--- config.mk ---
export PLATFORM = sky130hd
export DESIGN_NAME = uart_frame_check_addr_match
export DESIGN_NICKNAME = d
export VERILOG_FILES = /design/src/pkg/uart_aar_pkg.sv /design/src/hdl/uart_frame_check_addr_match.sv
export VERILOG_INCLUDE_DIRS = /design/src /design/src/pkg
export SDC_FILE = /design/constraint.sdc
export NUM_CORES = 1
export LEC_CHECK = 0
export BUFFER_PORTS_ARGS = -buffer_cell sky130_fd_sc_hd__buf_2
export CAP_MARGIN = 20
export CORE_ASPECT_RATIO = 1.4
export CORE_MARGIN = 2
export CORE_UTILIZATION = 50
export DETAILED_ROUTE_END_ITERATION = 12
export GPL_TIMING_DRIVEN = 0
export HOLD_SLACK_MARGIN = 0.05
export PLACE_DENSITY = 0.67
export RECOVER_POWER = 25
export SKIP_CTS_REPAIR_TIMING = 1
export SLEW_MARGIN = 10
export SYNTH_ARGS = -nofsm -noshare
export SYNTH_HDL_FRONTEND = slang
export SYNTH_SLANG_ARGS = --single-unit
--- constraint.sdc ---
create_clock -name clk -period 3.4 [get_ports clk]
set_input_delay 0.17 -clock clk [delete_from_list [all_inputs] [get_ports clk]]
set_output_delay 0.17 -clock clk [all_outputs]
set_load 0.1 [all_outputs]
--- src/pkg/uart_aar_params.svh ---
// constants for the serial port with frame check and address match
// assumes a 10 MHz system clock; included by the package and the design
`ifndef UART_AAR_PARAMS_SVH
`define UART_AAR_PARAMS_SVH

// ==========================================================================
// timing
`define UART_CLK_HZ        10000000
`define UART_BAUD_VAR      9600
`define UART_BAUD_FIX      312500
`define UART_SHIFT_HZ      833333
`define UART_BIT_CYC_VAR   (`UART_CLK_HZ / `UART_BAUD_VAR)
`define UART_BIT_CYC_FIX   (`UART_CLK_HZ / `UART_BAUD_FIX)
`define UART_HALF_CYC_M0   (`UART_CLK_HZ / (2 * `UART_SHIFT_HZ))

// ==========================================================================
// register offsets
`define UART_OFS_BUFFER    3'h0
`define UART_OFS_CONTROL   3'h1
`define UART_OFS_POWER     3'h2
`define UART_OFS_OWN       3'h3
`define UART_OFS_MASK      3'h4
`define UART_OFS_IRQ_STAT  3'h5
`define UART_OFS_IRQ_MASK  3'h6

// ==========================================================================
// serial_control fields
`define UART_CTL_MODE_HI   7
`define UART_CTL_MODE_LO   6
`define UART_CTL_MP_EN     5
`define UART_CTL_RX_EN     4
`define UART_CTL_TX_B9     3
`define UART_CTL_RX_B9     2
`define UART_CTL_TX_DONE   1
`define UART_CTL_RX_DONE   0

// power_control fields
`define UART_PWR_FE        7
`define UART_PWR_FCS       6

// interrupt status / mask fields
`define UART_IRQ_RX        0
`define UART_IRQ_TX        1
`define UART_IRQ_FE        2

// ==========================================================================
// reset values
`define UART_RST_ADDR      8'h00
`define UART_RST_MASK      8'h00

`endif

--- src/pkg/uart_aar_pkg.sv ---
// types shared by the serial port and whoever drives its register port
// assumes the constants header sits beside it
`include "uart_aar_params.svh"

package uart_aar_pkg;

  // ========================================================================
  // register port request
  typedef struct packed {
    logic       wr;
    logic       rd;
    logic [2:0] addr;
    logic [7:0] wdata;
  } bus_req_s;

  // ========================================================================
  // receiver states
  typedef enum logic [2:0] {
    RX_IDLE,
    RX_START,
    RX_DATA,
    RX_STOP,
    RX_SHIFT0
  } rx_state_e;

  // ========================================================================
  // whole state of the port
  typedef struct packed {
    logic [1:0]  mode;
    logic        mp_en;
    logic        rx_en;
    logic        tx_b9;
    logic        rx_b9;
    logic        tx_done;
    logic        rx_done;
    logic        fcs;
    logic        fe;
    logic [7:0]  own;
    logic [7:0]  mask;
    logic [2:0]  ist;
    logic [2:0]  imask;
    logic [7:0]  rdata;
    logic [7:0]  rbuf;
    logic        tx_busy;
    logic [10:0] tx_shift;
    logic [3:0]  tx_bits;
    logic [15:0] tx_tick;
    logic        sclk;
    logic        txd;
    logic        rxd_o;
    logic        rxd_oe;
    rx_state_e   rx_state;
    logic [8:0]  rx_shift;
    logic [3:0]  rx_bits;
    logic [15:0] rx_tick;
    logic        sync1;
    logic        sync2;
    logic        sync3;
  } uart_state_s;

endpackage : uart_aar_pkg

--- src/hdl/uart_frame_check_addr_match.sv ---
// serial port: four modes, stop-bit check, multidrop address recognition
// assumes a single-cycle register port master on clk and raw pins on rxd/txd
//
// Design decisions made here: strobed register access and the register offsets.
`include "uart_aar_params.svh"

// Notes on behaviour
// - any buffer write loads transmitter and starts a frame in every mode
// - buffer read returns the received byte, never the transmit data
// - two mode bits in the control register select one of four modes
// - mode 0 receive starts when receive flag clear, receive enabled and transmitter idle
// - other modes start receiving on a start bit, only when receive enabled
// - with frame check selected, missing stop bit in modes 1-3 sets error flag
// - error flag stays set until software clears it; good frames leave it
// - with frame check selected, modes 1-3 raise receive flag at stop bit, not last data
// - 9-bit modes with filter on: flag only for ninth bit 1 and address hit
// - filter off: frames with ninth bit 0 are received normally
// - mode 1 with filter: stop bit acts as ninth bit, needs hit and stop
// - in mode 0 the filter bit changes nothing
// - given address compares own bit where mask is 1, ignores where 0
// - broadcast is own OR mask; its zero bits are ignored
// - reset clears own address and mask, so every address matches
module uart_frame_check_addr_match
  import uart_aar_pkg::*;
#(
  parameter int BIT_CYC_VAR  = `UART_BIT_CYC_VAR,
  parameter int BIT_CYC_FIX  = `UART_BIT_CYC_FIX,
  parameter int HALF_CYC_M0  = `UART_HALF_CYC_M0
)(
  input  wire logic                  clk,
  input  wire logic                  reset_n,
  input  wire uart_aar_pkg::bus_req_s bus_req,
  output logic [7:0]                 rd_data,
  output logic                       irq,
  input  wire logic                  rxd_in,
  output logic                       rxd_out,
  output logic                       rxd_oe,
  output logic                       txd_out
);
  import uart_aar_pkg::*;

  localparam uart_state_s STATE_RST = '{own: `UART_RST_ADDR, mask: `UART_RST_MASK, rx_state: RX_IDLE,
                                        txd: 1'b1, rxd_o: 1'b1, sclk: 1'b1, sync1: 1'b1, sync2: 1'b1,
                                        sync3: 1'b1, default: '0};
  localparam logic [15:0] M0_HALF = 16'(HALF_CYC_M0 - 1);

  uart_state_s state_reg;
  uart_state_s state_next;
  logic [15:0] bit_len;
  logic        late;
  logic        tx_evt;
  logic        rx_eval;
  logic        fe_set;
  logic        rx_load;
  logic [8:0]  sh;
  logic [7:0]  byte_v;
  logic        b9_v;
  logic        stop_v;
  logic        given_hit;
  logic        bcast_hit;
  logic        accept;

  // ========================================================================
  // next state
  always_comb
  begin
    state_next = state_reg;
    tx_evt     = 1'b0;
    rx_eval    = 1'b0;
    fe_set     = 1'b0;
    sh         = state_reg.rx_shift;
    stop_v     = 1'b1;
    // mode 2 runs at the fixed rate, modes 1 and 3 at the variable rate
    bit_len    = (state_reg.mode == 2'b10) ? 16'(BIT_CYC_FIX - 1) : 16'(BIT_CYC_VAR - 1);
    late       = state_reg.fcs || (state_reg.mode == 2'b01 && state_reg.mp_en);

    state_next.sync1 = rxd_in;
    state_next.sync2 = state_reg.sync1;
    state_next.sync3 = state_reg.sync2;

    // ======================================================================
    // transmitter
    if (state_reg.tx_busy)
    begin
      if (state_reg.tx_tick != 16'h0000)
        state_next.tx_tick = state_reg.tx_tick - 16'h0001;
      else if (state_reg.mode == 2'b00)
      begin
        state_next.tx_tick = M0_HALF;
        state_next.sclk    = ~state_reg.sclk;
        if (state_reg.sclk)
        begin
          state_next.tx_shift = {1'b1, state_reg.tx_shift[10:1]};
          state_next.rxd_o    = state_reg.tx_shift[1];
          state_next.tx_bits  = state_reg.tx_bits + 4'h1;
          if (state_reg.tx_bits == 4'h7)
          begin
            state_next.tx_busy = 1'b0;
            state_next.rxd_oe  = 1'b0;
            state_next.rxd_o   = 1'b1;
            state_next.sclk    = 1'b1;
            tx_evt             = 1'b1;
          end
        end
      end
      else
      begin
        state_next.tx_tick  = bit_len;
        state_next.tx_shift = {1'b1, state_reg.tx_shift[10:1]};
        state_next.txd      = state_reg.tx_shift[1];
        state_next.tx_bits  = state_reg.tx_bits + 4'h1;
        if (state_reg.tx_bits == ((state_reg.mode == 2'b01) ? 4'h9 : 4'ha))
        begin
          state_next.tx_busy = 1'b0;
          state_next.txd     = 1'b1;
          tx_evt             = 1'b1;
        end
      end
    end

    // ======================================================================
    // receiver
    case (state_reg.rx_state)
      RX_IDLE:
      begin
        if (state_reg.rx_en)
        begin
          if (state_reg.mode == 2'b00)
          begin
            if (!state_reg.rx_done && !state_reg.tx_busy)
            begin
              state_next.rx_state = RX_SHIFT0;
              state_next.sclk     = 1'b0;
              state_next.rx_tick  = M0_HALF;
              state_next.rx_bits  = 4'h0;
            end
          end
          else if (!state_reg.sync2 && state_reg.sync3)
          begin
            state_next.rx_state = RX_START;
            state_next.rx_tick  = {1'b0, bit_len[15:1]};
          end
        end
      end
      RX_START:
      begin
        if (state_reg.rx_tick != 16'h0000)
          state_next.rx_tick = state_reg.rx_tick - 16'h0001;
        else if (!state_reg.sync2)
        begin
          state_next.rx_state = RX_DATA;
          state_next.rx_tick  = bit_len;
          state_next.rx_bits  = 4'h0;
        end
        else
          state_next.rx_state = RX_IDLE; // glitch, not a start bit
      end
      RX_DATA:
      begin
        if (state_reg.rx_tick != 16'h0000)
          state_next.rx_tick = state_reg.rx_tick - 16'h0001;
        else
        begin
          sh                  = {state_reg.sync2, state_reg.rx_shift[8:1]};
          state_next.rx_shift = sh;
          state_next.rx_bits  = state_reg.rx_bits + 4'h1;
          state_next.rx_tick  = bit_len;
          if (state_reg.rx_bits == ((state_reg.mode == 2'b01) ? 4'h7 : 4'h8))
          begin
            state_next.rx_state = RX_STOP;
            rx_eval             = !late;
          end
        end
      end
      RX_STOP:
      begin
        if (state_reg.rx_tick != 16'h0000)
          state_next.rx_tick = state_reg.rx_tick - 16'h0001;
        else
        begin
          state_next.rx_state = RX_IDLE;
          stop_v              = state_reg.sync2;
          fe_set              = state_reg.fcs && !state_reg.sync2;
          rx_eval             = late;
        end
      end
      RX_SHIFT0:
      begin
        if (state_reg.rx_tick != 16'h0000)
          state_next.rx_tick = state_reg.rx_tick - 16'h0001;
        else
        begin
          state_next.rx_tick = M0_HALF;
          state_next.sclk    = ~state_reg.sclk;
          if (!state_reg.sclk)
          begin
            sh                  = {state_reg.sync2, state_reg.rx_shift[8:1]};
            state_next.rx_shift = sh;
            state_next.rx_bits  = state_reg.rx_bits + 4'h1;
            if (state_reg.rx_bits == 4'h7)
            begin
              state_next.rx_state = RX_IDLE;
              rx_eval             = 1'b1;
            end
          end
        end
      end
      default:
        state_next.rx_state = RX_IDLE;
    endcase

    // ======================================================================
    // address filter; mode 1 and 0 hold the byte one place higher
    byte_v    = (state_reg.mode[1] == 1'b0) ? sh[8:1] : sh[7:0];
    b9_v      = sh[8];
    given_hit = ((byte_v ^ state_reg.own) & state_reg.mask) == 8'h00;
    bcast_hit = ((~byte_v) & (state_reg.own | state_reg.mask)) == 8'h00;
    case (state_reg.mode)
      2'b00:   accept = 1'b1;
      2'b01:   accept = !state_reg.mp_en || ((given_hit || bcast_hit) && stop_v);
      default: accept = !state_reg.mp_en || (b9_v && (given_hit || bcast_hit));
    endcase
    // an unread byte is kept; a newer one is dropped rather than overwrite it
    rx_load = rx_eval && accept && !state_reg.rx_done;

    // ======================================================================
    // register writes
    if (bus_req.wr)
    begin
      case (bus_req.addr)
        `UART_OFS_BUFFER:
        begin
          state_next.tx_busy = 1'b1;
          state_next.tx_bits = 4'h0;
          if (state_reg.mode == 2'b00)
          begin
            state_next.tx_shift = {3'b111, bus_req.wdata};
            state_next.rxd_o    = bus_req.wdata[0];
            state_next.rxd_oe   = 1'b1;
            state_next.sclk     = 1'b0;
            state_next.tx_tick  = M0_HALF;
            state_next.rx_state = RX_IDLE; // shared pin: sending wins
          end
          else
          begin
            state_next.tx_shift = {1'b1, (state_reg.mode == 2'b01) ? 1'b1 : state_reg.tx_b9, bus_req.wdata, 1'b0};
            state_next.txd      = 1'b0;
            state_next.tx_tick  = bit_len;
          end
        end
        `UART_OFS_CONTROL:
        begin
          state_next.mode    = {bus_req.wdata[`UART_CTL_MODE_HI], bus_req.wdata[`UART_CTL_MODE_LO]};
          state_next.mp_en   = bus_req.wdata[`UART_CTL_MP_EN];
          state_next.rx_en   = bus_req.wdata[`UART_CTL_RX_EN];
          state_next.tx_b9   = bus_req.wdata[`UART_CTL_TX_B9];
          state_next.tx_done = state_reg.tx_done && bus_req.wdata[`UART_CTL_TX_DONE];
          state_next.rx_done = state_reg.rx_done && bus_req.wdata[`UART_CTL_RX_DONE];
        end
        `UART_OFS_POWER:
        begin
          state_next.fcs = bus_req.wdata[`UART_PWR_FCS];
          state_next.fe  = state_reg.fe && bus_req.wdata[`UART_PWR_FE];
        end
        `UART_OFS_OWN:      state_next.own   = bus_req.wdata;
        `UART_OFS_MASK:     state_next.mask  = bus_req.wdata;
        `UART_OFS_IRQ_MASK: state_next.imask = bus_req.wdata[2:0];
        default:            state_next.imask = state_reg.imask;
      endcase
    end

    // ======================================================================
    // register reads; data stands one cycle, zero otherwise
    state_next.rdata = 8'h00;
    if (bus_req.rd)
    begin
      case (bus_req.addr)
        `UART_OFS_BUFFER:   state_next.rdata = state_reg.rbuf;
        `UART_OFS_CONTROL:  state_next.rdata = {state_reg.mode, state_reg.mp_en, state_reg.rx_en, state_reg.tx_b9,
                                                state_reg.rx_b9, state_reg.tx_done, state_reg.rx_done};
        `UART_OFS_POWER:    state_next.rdata = {state_reg.fe, state_reg.fcs, 6'h00};
        `UART_OFS_OWN:      state_next.rdata = state_reg.own;
        `UART_OFS_MASK:     state_next.rdata = state_reg.mask;
        `UART_OFS_IRQ_STAT:
        begin
          state_next.rdata = {5'h00, state_reg.ist};
          state_next.ist   = 3'h0;
        end
        `UART_OFS_IRQ_MASK: state_next.rdata = {5'h00, state_reg.imask};
        default:            state_next.rdata = 8'h00;
      endcase
    end

    // ======================================================================
    // hardware sets last, so they win over a clear in the same cycle
    if (tx_evt)
    begin
      state_next.tx_done            = 1'b1;
      state_next.ist[`UART_IRQ_TX]  = 1'b1;
    end
    if (rx_load)
    begin
      state_next.rbuf               = byte_v;
      state_next.rx_b9              = (state_reg.mode == 2'b01) ? stop_v : b9_v;
      state_next.rx_done            = 1'b1;
      state_next.ist[`UART_IRQ_RX]  = 1'b1;
    end
    if (fe_set && state_reg.mode != 2'b00)
    begin
      state_next.fe                 = 1'b1;
      state_next.ist[`UART_IRQ_FE]  = 1'b1;
    end
  end

  // ========================================================================
  // state register
  always_ff @(posedge clk or negedge reset_n)
  begin
    if (!reset_n)
      state_reg <= STATE_RST;
    else
      state_reg <= state_next;
  end

  assign rd_data = state_reg.rdata;
  assign irq     = |(state_reg.ist & state_reg.imask);
  assign rxd_out = state_reg.rxd_o;
  assign rxd_oe  = state_reg.rxd_oe;
  assign txd_out = (state_reg.mode == 2'b00) ? state_reg.sclk : state_reg.txd;
endmodule : uart_frame_check_addr_match

Yosys cells after proc, flatten, opt, wreduce, memory -nomap -nowiden
Index checks and enable logic that the tools add are counted.

word-level totals
  register bits = 119
  output and inout port bits = 12
  logic and storage cells = 229

cells by class
  reduce and logical (&&, ||, !) cells = 59
  bitwise operators = 7
  mux-type cells = 99
  equality and inequality tests = 28
  add/subtract/negate cells = 4

operators with widths
  operator                                             count
  two-way mux 16 bit                                   12
  two-way mux 20 bit                                   4
  one-hot mux 16 bit (5 select lines)                  1
  two-way mux 39 bit                                   2
  one-hot mux 8 bit (7 select lines)                   1
  two-way mux 1 bit                                    38
  two-way mux 36 bit                                   1
  one-hot mux 9 bit (2 select lines)                   2
  two-way mux 32 bit                                   1
  two-way mux 8 bit                                    4
  nonzero test 16 bit                                  2
  subtractor 16 x 1 -> 16 bit (second input constant)  2
  two-way mux 3 bit                                    10
  nonzero test 2 bit                                   14
  two-way mux 9 bit                                    3
  two-way mux 11 bit                                   2
  AND reduction 2 bit                                  11
  != test 2 bit (second input constant)                9
  bitwise AND 8 bit                                    2
  zero test 8 bit                                      2
  two-way mux 4 bit                                    4
  one-hot mux 4 bit (4 select lines)                   1
  one-hot mux 3 bit (5 select lines)                   1
  two-way mux 2 bit                                    7
  other kinds (29)                                     61

Depth between registers and ports, before layout
  depth in word-level cells = 15
  gate-level depth with buffers = 13
  gate-level depth less buffers = 11

Worst setup path after synthesis
Ideal clock, no wire load.

  kind = register to register
  start point = register state_reg[7] in the netlist's numbering
  end point = register state_reg[71] in the netlist's numbering
  arrival = 2,891 ps
  clock period less this slack = 3,009 ps
  required time = 3,282 ps
  cell stages (with the launch flop) = 10
  setup slack = 391 ps
  cells stage by stage = dfrtp_1 > or3_1 > or4_4 > nor3_4 > mux2i_1 > nor2_1 > or4_4 > a31o_1 > buf_6 > a21o_1

on the way
  word-level cells in the longest chain between the ends = 13

ends and longest elaborated chain
  item                                         line                                                                                                        RTL
  start: declaration                           uart_frame_check_addr_match.sv:47                                                                           uart_state_s state_reg;
  start signal: assignment                     uart_frame_check_addr_match.sv:322                                                                          state_reg <= state_next;
  nonzero test 16 bit (*)                      uart_frame_check_addr_match.sv:160, uart_frame_check_addr_match.sv:177, uart_frame_check_addr_match.sv:189
  two-way mux 9 bit, on equally long branches  uart_frame_check_addr_match.sv:189, uart_frame_check_addr_match.sv:160
  one-hot mux 9 bit (2 select lines)           uart_frame_check_addr_match.sv:123                                                                          case (state_reg.rx_state)
  two-way mux 8 bit                            uart_frame_check_addr_match.sv:214                                                                          byte_v = (state_reg.mode[1] == 1'b0) ? sh[8:1] : sh[7:0];
  XOR 8 bit or NOT 8 bit (tied branches)       uart_frame_check_addr_match.sv:216, uart_frame_check_addr_match.sv:217
  bitwise AND 8 bit, on equally long branches  uart_frame_check_addr_match.sv:216, uart_frame_check_addr_match.sv:217
  zero test 8 bit, on equally long branches    uart_frame_check_addr_match.sv:216, uart_frame_check_addr_match.sv:217
  logical OR 1 bit                             uart_frame_check_addr_match.sv:220, uart_frame_check_addr_match.sv:221
  logical AND 1 bit, on equally long branches  uart_frame_check_addr_match.sv:221, uart_frame_check_addr_match.sv:220
  logical OR 1 bit, on equally long branches   uart_frame_check_addr_match.sv:221, uart_frame_check_addr_match.sv:220
  one-hot mux 1 bit (2 select lines)           uart_frame_check_addr_match.sv:218                                                                          case (state_reg.mode)
  logical AND 1 bit (2 in a row)               uart_frame_check_addr_match.sv:224                                                                          rx_load = rx_eval && accept && !state_reg.rx_done;

Every way passes the cells marked *; elsewhere a longest branch is shown, timed or not.
A chain may end at the register's enable or synchronous reset.

Worst setup path in the final report
Ends and elaborated chain as after synthesis.

==> results list <==
- TritonCTS built the clock tree.
- DIE HEIGHT: ~140 µm
- 28 I/O pins were placed.
* Remaining Overflow, GRT: 0
* Endpoint required time on the critical path: 3.70 ns
- Setup repair after global routing left no endpoint under its margin.
- Of all flip-flops after synthesis, the portion carrying an async set or reset was 100%.
* Fin. Hold Viols: 0
- Cell type contributing the most total cell area after synthesis: sky130_fd_sc_hd__dfrtp_1
- Via count of the first global-routing pass: 5954
- Count of mapped cells out of synthesis: 770
- Critical path type: reg -> reg
- Actual transition at the worst max-transition pin: 2.22 ns
- The number of antenna diodes in the final layout is 0.
* Effective utilization at floorplan: 51.3%
- Reg clk slew, reported paths: 0.06 ns
- The clock arrives with around 0.008 ns of skew.
* Worst r2r dst: state_reg[71]
- Post-layout minimum cycle time: 3.27 ns
- Total global-route track usage: 26.2%
* Die area: 14700 µm²
- Setup-violating endpoint count in the final report: 0
- After synthesis the cells add up to 6870 µm².
- DRC marker count from the first detailed-route iteration: about 390
- The flow ran to the end, but the final reports show violations.
- The average instance in the mapped netlist occupies 8.92 µm².
* Worst supply voltage drop on vdd: 632 µV
- Violations in the final reports: max-capacitance violations, max-slew violations
* GRT met2 Usage: 45.4%
- The number of nets handed over by synthesis was 791.
- The register with the most flip-flops in the layout has 106 of them.
- Number of synthesized register bits: around 120
- The worst register-to-register path begins at state_reg[7].
- The clock drives 118 sinks.
* Detail Route Antenna Nets: 0
- Setup slack closes at ~0.13 ns.
- The startpoint identified for the worst hold timing path is bus_req[3].
* Final nets: 841
* Portion of the clock cycle consumed by the worst path in the final layout: 96.1%
- Area growth syn-to-layout: 15.8%
- Clk Tree Root Cell: sky130_fd_sc_hd__clkbuf_16
- Number of enable-type register cells in the synthesized netlist: 0
- Clock latency on the worst-skew pair: 0.41 ns
- Timing would allow up to 306 MHz.
* Global-route layer with the greatest usage: met2
- In the routed layout, each cell is associated on average with a via count of 5.87.
* Leak: 0.00353 µW
* Normalized max-slew margin: -47.9%
- The worst setup path is launched from a flop.
* Count of port buffers added during placement: 25
- In this run the standard cell core region covers 13400 µm².
* Fraction of met3 tracks used by global routing: 5.09%
- The die is 103 µm wide.
- H-tree depth: 4
- Unique masters post-synth: 70
* Initial antenna violation count: 0
- Worst Hold Endpoint: state_reg[114]
- STA classifies the critical path endpoint as a flop.
- Across all register-to-register paths, the minimum setup slack is ~0.13 ns.
- Post-synthesis sequential area ratio: between 40% and 50%
- Slew Viols, Final: 39
- The tightest min-delay check is of the in -> reg type.
- The top cell type by area accounts for 40.8% of the synthesized area.
- Counting instances, the worst hold path has a depth of 3.
* Largest fanout on the critical path: 10
- In this run the core area contains 50 standard-cell rows.
- Cells with a size suffix above 1 make up between 15 and 20% of the layout.
- The routed design has about 18000 µm of wire.
- The Yosys step of the flow raised 0 warnings.
- After detailed routing, the average wire length per cell comes to 18.0 µm.
* Hpwl dp: between 10000 and 15000 µm
* Routed via count: 5956
* TritonCTS buffer count: 17
- Reg2Reg Depth: 9
* Leading cell type by number of instances after synthesis: sky130_fd_sc_hd__nand2_1
- Post-detailed-route DRC marker count: 0
- Entering global routing, the biggest net connects 81 pins.
* Total negative slack: 0 ns
- Met1 Track Usage GR: 31.0%
- Detailed Routing Iterations Pass 1: 5
- PwrDens: 805 nW/µm²
- List of most frequent post-synthesis cells: sky130_fd_sc_hd__nand2_1, sky130_fd_sc_hd__dfrtp_1, sky130_fd_sc_hd__nor2_1
- The first global-routing pass estimated 29900 µm of wire.
- Weighted congestion reported at the end of routability-driven placement: 0.899
- In the synthesized netlist the dominant register cell turns out to be sky130_fd_sc_hd__dfrtp_1.
* Arrival time of the worst setup path: around 3.6 ns
- Maximum buffer depth of the clock tree: 2
- Sorting the synthesized cells by area gives the leading types as sky130_fd_sc_hd__dfrtp_1, sky130_fd_sc_hd__nand2_1, sky130_fd_sc_hd__mux2_2.
* Count of maximum capacitance violations: 1
- Summing internal, switching and leakage power gives 6400 µW.
- OpenSTA, run right after detailed placement, puts the worst setup slack at around 0.034 ns.
## worst max-delay path by stage
stage | startpoint | end | slack, ns | cells past startpoint
6_report | state_reg[7] | state_reg[71] | 0.13 | 9
3_3_place_gp | state_reg[3] | state_reg[71] | 0.08 | 12
5_1_grt | state_reg[44] | state_reg[66] | 0.001 | 10
2_1_floorplan | state_reg[7] | state_reg[71] | 0.39 | 9
4_1_cts | state_reg[3] | state_reg[73] | 0.009 | 12
3_5_place_dp | state_reg[3] | state_reg[73] | 0.03 | 12
## layout make-up
cell class	instances	area (µm²)
repair buffers	32	201
clock buffers	21	480
clock inverters	11	146
well taps	182	228
plain buffers	44	213
multi-input cells	591	3660
fillers	1186	5440
inverters	16	60.1
flip-flops and latches	118	2960
## cell families (layout without fill, tap and decap cells)
logic type	Yosys count	count (layout)	synth area share, %
and+or+nand+nor	332	332	23.4
AOI/OAI and AO/OA	183	183	17.7
DFF	118	118	43.1
buffers and inverters	61	124	4.03
muxes	47	47	7.76
xor gates and xnor gates	24	24	3.06
adders and majority gates	5	5	0.911
## cells in the final DEF, fill, tap and decap left out, types with 20 or more instances in the layout
| cell | n |
|---|---|
| sky130_fd_sc_hd__nand2_1 | 124 |
| sky130_fd_sc_hd__o21ai_0 | 53 |
| sky130_fd_sc_hd__buf_2 | 26 |
| sky130_fd_sc_hd__nand3_1 | 21 |
| sky130_fd_sc_hd__dfrtp_1 | 112 |
| sky130_fd_sc_hd__nor3_1 | 20 |
| sky130_fd_sc_hd__nor2_1 | 81 |
| sky130_fd_sc_hd__clkbuf_1 | 29 |
| sky130_fd_sc_hd__mux2_2 | 29 |
| sky130_fd_sc_hd__a21oi_1 | 27 |
## metal layers
| metal | wire length [µm] | vias up | share of wire [%] |
|---|---|---|---|
| met2 | 9410 | 173 | 52 |
| met4 | 640 | 0 | 3.5 |
| met5 | 0 | - | 0 |
| li1 | - | 2850 | - |
| met1 | 7430 | 2886 | 41 |
| met3 | 791 | 47 | 4.3 |
## through the flow
step	hold slack, ns	area, µm²	instances	utilization [%]
final	0.0404	7950	1015	59.4
after global routing	0.0650	7950	1015	59.4
after CTS	-0.335	7880	1010	58.9
after detailed placement	0.0988	7250	978	54.2
after global placement	0.278	7220	977	53.9
after floorplan	-0.126	6870	770	-
## power by group
group          internal [µW]  switching [µW]
logic                    881            1470
registers               1770             420
clock network           1230             637
total                   3880            2520
## critical path, stage by stage (launching register included)
cell,delay [ns]
sky130_fd_sc_hd__dfrtp_1,0.46
sky130_fd_sc_hd__or3_1,0.45
sky130_fd_sc_hd__or4_4,0.45
sky130_fd_sc_hd__nor3_4,0.28
sky130_fd_sc_hd__mux2i_2,0.34
sky130_fd_sc_hd__nor2_1,0.10
sky130_fd_sc_hd__or4_4,0.52
sky130_fd_sc_hd__a31o_1,0.24
sky130_fd_sc_hd__buf_6,0.14
sky130_fd_sc_hd__a21o_1,0.18
Power figures use the tool's default switching activity.
